File: src/shared/gport_pkg.sv
// Package of constants and carrier types for the grant status arbiter
package gport_pkg;

  // Grant status codes driven on the status lines
  localparam logic [2:0] ST_LP_READ    = 3'h0;
  localparam logic [2:0] ST_HP_READ    = 3'h1;
  localparam logic [2:0] ST_LP_WRITE   = 3'h2;
  localparam logic [2:0] ST_HP_WRITE   = 3'h3;
  localparam logic [2:0] ST_START_XACT = 3'h7;

  // Reset value of the status lines (idle grant code)
  localparam logic [2:0] ST_RESET = ST_START_XACT;

  // Port clock edge detection: sampled levels
  localparam logic [1:0] EDGE_RISE = 2'h1;

  // Widths
  localparam int SBA_WIDTH = 8;
  localparam int TAG_WIDTH = 4;

  // Kinds of pending work the core logic may schedule
  typedef enum logic [2:0] {
    WORK_LP_READ  = 3'b000,
    WORK_HP_READ  = 3'b001,
    WORK_LP_WRITE = 3'b010,
    WORK_HP_WRITE = 3'b011,
    WORK_START    = 3'b111
  } work_kind_type;

  // One scheduled grant: kind and a tag naming the transaction
  typedef struct packed {
    work_kind_type        kind;
    logic [TAG_WIDTH-1:0] tag;
  } grant_word_type;

  // One captured request from the master
  typedef struct packed {
    logic                 from_sideband;
    logic [SBA_WIDTH-1:0] sideband_byte;
  } request_word_type;

endpackage

File: src/rtl/grant_buffer.sv
// Two-entry valid/ready buffer for issued grant words
`timescale 1ns/1ps
module grant_buffer
  import gport_pkg::*;
#(
  parameter int DEPTH = 2
) (
  input  wire logic           clock,
  input  wire logic           rst,
  input  wire logic           in_valid,
  output logic                in_ready,
  input  wire grant_word_type in_data,
  output logic                out_valid,
  input  wire logic           out_ready,
  output grant_word_type      out_data
);

  localparam int PW = (DEPTH > 1) ? $clog2(DEPTH) : 1;

  grant_word_type         mem_reg [DEPTH];  // Storage array
  logic [PW-1:0]          wr_ptr_reg;       // Write slot
  logic [PW-1:0]          rd_ptr_reg;       // Read slot
  logic [PW:0]            count_reg;        // Occupancy
  logic                   push;             // Accepted write
  logic                   pop;              // Accepted read

  // Honest full and empty flags
  assign in_ready  = (count_reg != (PW+1)'(DEPTH));
  assign out_valid = (count_reg != '0);
  assign push      = in_valid && in_ready;
  assign pop       = out_valid && out_ready;
  assign out_data  = mem_reg[rd_ptr_reg];

  // Storage write; no reset needed on data
  always_ff @(posedge clock) begin
    if (push) begin
      mem_reg[wr_ptr_reg] <= in_data;
    end
  end

  // Pointers and occupancy
  always_ff @(posedge clock or posedge rst) begin
    if (rst) begin
      wr_ptr_reg <= '0;
      rd_ptr_reg <= '0;
      count_reg  <= '0;
    end else begin
      if (push) begin
        wr_ptr_reg <= (wr_ptr_reg == PW'(DEPTH - 1)) ? '0 : wr_ptr_reg + 1'b1;
      end
      if (pop) begin
        rd_ptr_reg <= (rd_ptr_reg == PW'(DEPTH - 1)) ? '0 : rd_ptr_reg + 1'b1;
      end
      count_reg <= count_reg + {{PW{1'b0}}, push} - {{PW{1'b0}}, pop};
    end
  end

endmodule // grant_buffer

File: src/rtl/grant_status_arbiter.sv
// Core-logic grant status arbiter with read flow control and request capture
`timescale 1ns/1ps
module grant_status_arbiter
  import gport_pkg::*;
#(
  parameter int BUF_DEPTH = 2
) (
  input  wire logic                 clock,
  input  wire logic                 rst,
  // Port side (inputs asynchronous to clock)
  input  wire logic                 port_clock,
  input  wire logic                 read_buffer_full_n,
  input  wire logic                 pipe_request_n,
  input  wire logic [SBA_WIDTH-1:0] sideband_address_port,
  input  wire logic                 grant_n,
  output logic [2:0]                grant_status_code,
  output logic                      grant_status_oe,
  // Configuration levels
  input  wire logic                 sideband_enable,
  input  wire logic                 core_sources_data,
  input  wire logic                 double_rate,
  // Strobe drive for the half strobes, output and enable
  output logic                      data_strobe_low_half_out,
  output logic                      data_strobe_low_half_oe,
  output logic                      data_strobe_high_half_out,
  output logic                      data_strobe_high_half_oe,
  // Core-side work scheduling
  input  wire logic                 work_valid,
  output logic                      work_ready,
  input  wire grant_word_type       work_data,
  // Captured master requests
  output logic                      request_valid,
  output request_word_type          request_data,
  // Issued grant word, for the data path
  output logic                      issued_valid,
  output grant_word_type            issued_data
);

  // Synchronisers: first stage read only by second
  logic [2:0]           clk_sync_reg;      // Port clock, extra stage for edge
  logic [1:0]           rbf_sync_reg;      // Buffer full
  logic [1:0]           pipe_sync_reg;     // Pipelined request
  logic [1:0]           gnt_sync_reg;      // Grant
  logic [SBA_WIDTH-1:0] sba_s1_reg;        // Sideband, stage one
  logic [SBA_WIDTH-1:0] sba_s2_reg;        // Sideband, stage two
  logic                 port_edge;         // Rising port clock enable
  logic                 rbf_full_reg;      // Buffer full sampled at port edge
  logic                 strobe_phase_reg;  // Strobe toggle
  logic                 strobe_park_reg;   // Parked high before release
  logic                 drive_reg;         // Strobe driving
  grant_word_type       buf_data;          // Buffer head
  logic                 buf_valid;         // Buffer not empty
  logic                 buf_take;          // Pop head this edge
  logic                 lp_blocked;        // Head is low read while full

  // Two-stage synchronisers for every port input
  always_ff @(posedge clock or posedge rst) begin
    if (rst) begin
      // All ones: a high or a low port clock gives no false rise after reset
      clk_sync_reg  <= '1;
      rbf_sync_reg  <= 2'h3;
      pipe_sync_reg <= 2'h3;
      gnt_sync_reg  <= 2'h3;
      sba_s1_reg    <= '0;
      sba_s2_reg    <= '0;
    end else begin
      clk_sync_reg  <= {clk_sync_reg[1:0], port_clock};
      // Unconnected pin is pulled up outside, so reads deasserted
      rbf_sync_reg  <= {rbf_sync_reg[0], read_buffer_full_n};
      pipe_sync_reg <= {pipe_sync_reg[0], pipe_request_n};
      gnt_sync_reg  <= {gnt_sync_reg[0], grant_n};
      sba_s1_reg    <= sideband_address_port;
      sba_s2_reg    <= sba_s1_reg;
    end
  end

  // Issue, status, capture and strobe logic below move on port clock rising edges; the buffer accepts work on any clock
  assign port_edge = (clk_sync_reg[2:1] == EDGE_RISE);

  // Buffer-full sampled on the edge before the decision
  always_ff @(posedge clock or posedge rst) begin
    if (rst) begin
      rbf_full_reg <= 1'b0;
    end else if (port_edge) begin
      rbf_full_reg <= ~rbf_sync_reg[1];
    end
  end

  // Buffer stalls the scheduler so no grant word is lost
  grant_buffer #(
    .DEPTH (BUF_DEPTH)
  ) u_buffer (
    .clock     (clock),
    .rst       (rst),
    .in_valid  (work_valid),
    .in_ready  (work_ready),
    .in_data   (work_data),
    .out_valid (buf_valid),
    .out_ready (buf_take),
    .out_data  (buf_data)
  );

  // Low read held back while master buffer is full
  assign lp_blocked = (buf_data.kind == WORK_LP_READ) && rbf_full_reg;
  // Issue only on a port edge, and only if the head is not a blocked low read
  assign buf_take   = port_edge && buf_valid && !lp_blocked;

  // Status code register; reserved codes cannot be produced
  always_ff @(posedge clock or posedge rst) begin
    if (rst) begin
      grant_status_code <= ST_RESET;
      issued_valid      <= 1'b0;
      issued_data       <= '0;
    end else begin
      issued_valid <= buf_take;
      if (buf_take) begin
        issued_data <= buf_data;
        case (buf_data.kind)
          WORK_LP_READ:  grant_status_code <= ST_LP_READ;
          WORK_HP_READ:  grant_status_code <= ST_HP_READ;
          WORK_LP_WRITE: grant_status_code <= ST_LP_WRITE;
          WORK_HP_WRITE: grant_status_code <= ST_HP_WRITE;
          default:       grant_status_code <= ST_START_XACT;
        endcase
      end else if (port_edge && !buf_valid) begin
        // Nothing pending: let the master start a transaction
        grant_status_code <= ST_START_XACT;
      end
    end
  end

  // Status lines are a permanent output, never floated
  assign grant_status_oe = 1'b1;

  // Request capture: one per port edge while pipelined asserted
  // Sideband bytes only once configured the master keeps
  // to one mechanism so pipelined wins if both show.
  always_ff @(posedge clock or posedge rst) begin
    if (rst) begin
      request_valid <= 1'b0;
      request_data  <= '0;
    end else begin
      request_valid <= 1'b0;
      if (port_edge) begin
        if (!pipe_sync_reg[1]) begin
          request_valid              <= 1'b1;
          request_data.from_sideband <= 1'b0;
          request_data.sideband_byte <= '0;
        end else if (sideband_enable) begin
          request_valid              <= 1'b1;
          request_data.from_sideband <= 1'b1;
          request_data.sideband_byte <= sba_s2_reg;
        end
      end
    end
  end

  // Half strobes driven while core logic sources double-rate data
  // Parked high for one port clock before release
  always_ff @(posedge clock or posedge rst) begin
    if (rst) begin
      strobe_phase_reg <= 1'b1;
      strobe_park_reg  <= 1'b0;
      drive_reg        <= 1'b0;
    end else if (port_edge) begin
      if (core_sources_data && double_rate) begin
        drive_reg        <= 1'b1;
        strobe_park_reg  <= 1'b0;
        strobe_phase_reg <= ~strobe_phase_reg;
      end else if (drive_reg && !strobe_park_reg) begin
        strobe_park_reg  <= 1'b1;
        strobe_phase_reg <= 1'b1;
      end else begin
        drive_reg        <= 1'b0;
        strobe_park_reg  <= 1'b0;
        strobe_phase_reg <= 1'b1;
      end
    end
  end

  // Same timing on both halves; gnt_sync_reg is read by no logic here
  assign data_strobe_low_half_out  = strobe_phase_reg;
  assign data_strobe_high_half_out = strobe_phase_reg;
  assign data_strobe_low_half_oe   = drive_reg;
  assign data_strobe_high_half_oe  = drive_reg;

endmodule // grant_status_arbiter

File: config.mk
export PLATFORM = sky130hd
export DESIGN_NAME = grant_status_arbiter
export DESIGN_NICKNAME = d
export VERILOG_FILES = /design/src/shared/gport_pkg.sv /design/src/rtl/grant_buffer.sv /design/src/rtl/grant_status_arbiter.sv
export SDC_FILE = /design/constraint.sdc
export NUM_CORES = 1
export LEC_CHECK = 0
export BUFFER_PORTS_ARGS = -buffer_cell sky130_fd_sc_hd__buf_4
export CAP_MARGIN = 20
export CORE_UTILIZATION = 50
export CTS_BUF_LIST = sky130_fd_sc_hd__clkbuf_16
export CTS_CLUSTER_DIAMETER = 30
export DETAILED_ROUTE_END_ITERATION = 8
export PLACE_DENSITY = 0.72
export REMOVE_ABC_BUFFERS = 1
export SLEW_MARGIN = 20
export SYNTH_ARGS = -nofsm -noshare
export SYNTH_HDL_FRONTEND = slang
export SYNTH_SLANG_ARGS = --single-unit
File: constraint.sdc
create_clock -name clock -period 3.96 [get_ports clock]
set_clock_uncertainty 0.2 [all_clocks]
set_input_delay 0.594 -clock clock [delete_from_list [all_inputs] [get_ports clock]]
set_output_delay 0.594 -clock clock [all_outputs]
set_load 0.02 [all_outputs]
==> metrics <==
CP top delay family=flip-flops; TritonRoute pass-1 iters=6; Synth cell types=37; core area=4470 sq um; Crit path largest cell delay=0.68 ns; Post-CTS Setup Bufs=0; Final nets=238; gpl congestion=0.736; root buffer cell=clkbuf_16; Die X-Extent=71.0 um; MaxCap Viol Count=0; status=finished, final reports clean; Warnings, synthesis=0; final-report setup violation count=0; Critical Path Start=u_buffer.rd_ptr_reg; category of the most critical setup path=reg2reg; htree depth=3; drt total wl=3.95 mm; # rows=24; Post-synth EDFFs=14; startpoint class of the critical path=flop; ys async rst share=0.788; top post-synthesis cells by count=41 x dfrtp_1, 16 x inv_1, 16 x o21ai_0; via count=1,380; Cells after Synth=158; register bit count reported by yosys=66; Setup crit end kind=flop; Worst-Margin Slew=0.851 ns; CTS Buffer Depth=2; Tcrit/Tclk final=0.650; DPL Wire Length=2.60 mm; # IOs=52; worst r2r src=u_buffer.rd_ptr_reg; CTS tree=built; full die area=5040 sq um; maximum clock frequency=0.388 GHz; top cell type's share of synthesized area=0.431; Initial Util=0.532; Avg Inst Size Synth=15.1 sq um; top_reg_cell synth=dfrtp_1; Antenna Nets Post-Route=0; clock-pin transition on the worst setup and hold timing paths=0.05 ns; Worst Path Buf+Inv=2; Layout fillers=311; CP required=4.00 ns; PwrDens=736 nW/um^2; mapped cell area=2380 sq um; overall power=2.24 mW; DR WL/cell=14.8 um; clock sink count=66; total CTS buffers=9; RSZ-0062 raised after global routing=false; Max IR drop VDD=415 uV; Lkg Pwr=1.37 nW; leading cell type by number of instances after synthesis=dfrtp_1; Tot GR Track Use=0.181; hold_sp=sba_s1_reg[1]; largest area contributor in the synthesized netlist=dfrtp_1; final hold vios=0; first-pass GRT wire length=6.75 mm; slowest cell on the critical path=dfrtp_1; DRC violations left=0; CTS Hold Buffers Added=0; layout cell share with drive strength beyond 1=0.421; post-synthesis sequential area ratio=0.729; ANT cells=0; Hold Crit Class=reg2reg; Tmin final=2.58 ns; pin count of the biggest net entering global routing=53; total gr overflow=0; Post-CTS Resized=0; Iter 0 DRT Violations=80; final setup TNS=0 ns; top cells by area, synth=dfrtp_1 43%, edfxtp_1 18%, dfstp_2 12%; max reg flops=14; Final Max Tran Viols=0; vias per cell=5.15; crit-path max FO=11; Worst slew margin=0.432; vias in the first global route=1,452; die height=71.0 um; crit path cell chain=or2b_1 > o32ai_4 > a31o_4 > inv_4 > ha_1 > inv_1 > ha_1 > xnor2_1 > xnor2_1; initial antenna violation count=0; IO Port Bufs=49; Clock Latency Late Sink=0.32 ns; Area growth, synth to finish=28.1%; CP arrival=2.61 ns
## through the flow
step / hold slack [ns] / area [sq um] / instances / setup slack (ns) / utilization
finish: 0.145 / 3050 / 268 / 1.38 / 0.681
global route: 0.160 / 3050 / 268 / 1.24 / 0.681
CTS: 0.148 / 3050 / 268 / 1.36 / 0.681
detailed placement: 0.136 / 2770 / 252 / 1.39 / 0.619
global placement: 0.132 / 2770 / 252 / 1.48 / 0.619
floorplan: 0.131 / 2330 / 151 / 1.62 / -
## final timing paths
kind / endpoint / slack (ns) / cells after the start
worst max-delay path: u_buffer.count_reg[1] / 1.38 / 9
worst min-delay path: sba_s2_reg[1] / 0.14 / 0
worst max register to register: u_buffer.count_reg[1] / 1.38 / 9
worst min register to register: sba_s2_reg[1] / 0.14 / 0
max in group asynchronous: sba_s1_reg[6] / 2.82 / 2
min in group asynchronous: sba_s2_reg[2] / 0.23 / 2
## logic make-up after synthesis
group	count (synthesis)	share of synthesized area
flip-flops	66	0.729
multiplexers	13	0.0699
XOR/XNOR	4	0.0147
buffers and inverters	24	0.0473
AND/OR/NAND/NOR	20	0.0420
adder cells (fa/ha/maj)	2	0.0105
other	1	0.00157
AO/OA/AOI/OAI	28	0.0851
## layer usage
metal	vias up	wire length, um	track usage
met3	12	169	0.0427
li1	647	-	-
met5	-	0	0
met2	38	2030	0.300
met4	0	95	0.0933
met1	683	1660	0.225
## report_power, final
group	internal [mW]	leakage, nW	switching [mW]
Combinational	0.274	0.494	0.280
Clock	0.453	0.138	0.266
Sequential	0.861	0.742	0.111
Total	1.59	1.37	0.657
## area by class of cell
cell class              count  area (sq um)  area share
clock buffers              10           250      0.0821
clock inverters             6          30.0     0.00985
inverters                  17          67.6      0.0222
multi-input cells          68           533       0.175
flip-flops and latches     66          1740       0.569
well taps                  52          65.1      0.0213
repair buffers             49           368       0.121
## cells in the final DEF (no fill, tap or decap), types with 4 or more instances in the layout
master	n
inv_1	15
o21ai_0	16
nand3_1	8
dfrtp_1	41
nand2_1	6
edfxtp_1	14
mux2_2	6
clkbuf_16	10
buf_4	49
clkinv_2	4
mux2_4	5
dfstp_2	11
xnor2_1	4
No activity file was read; power rests on OpenSTA's default activity.
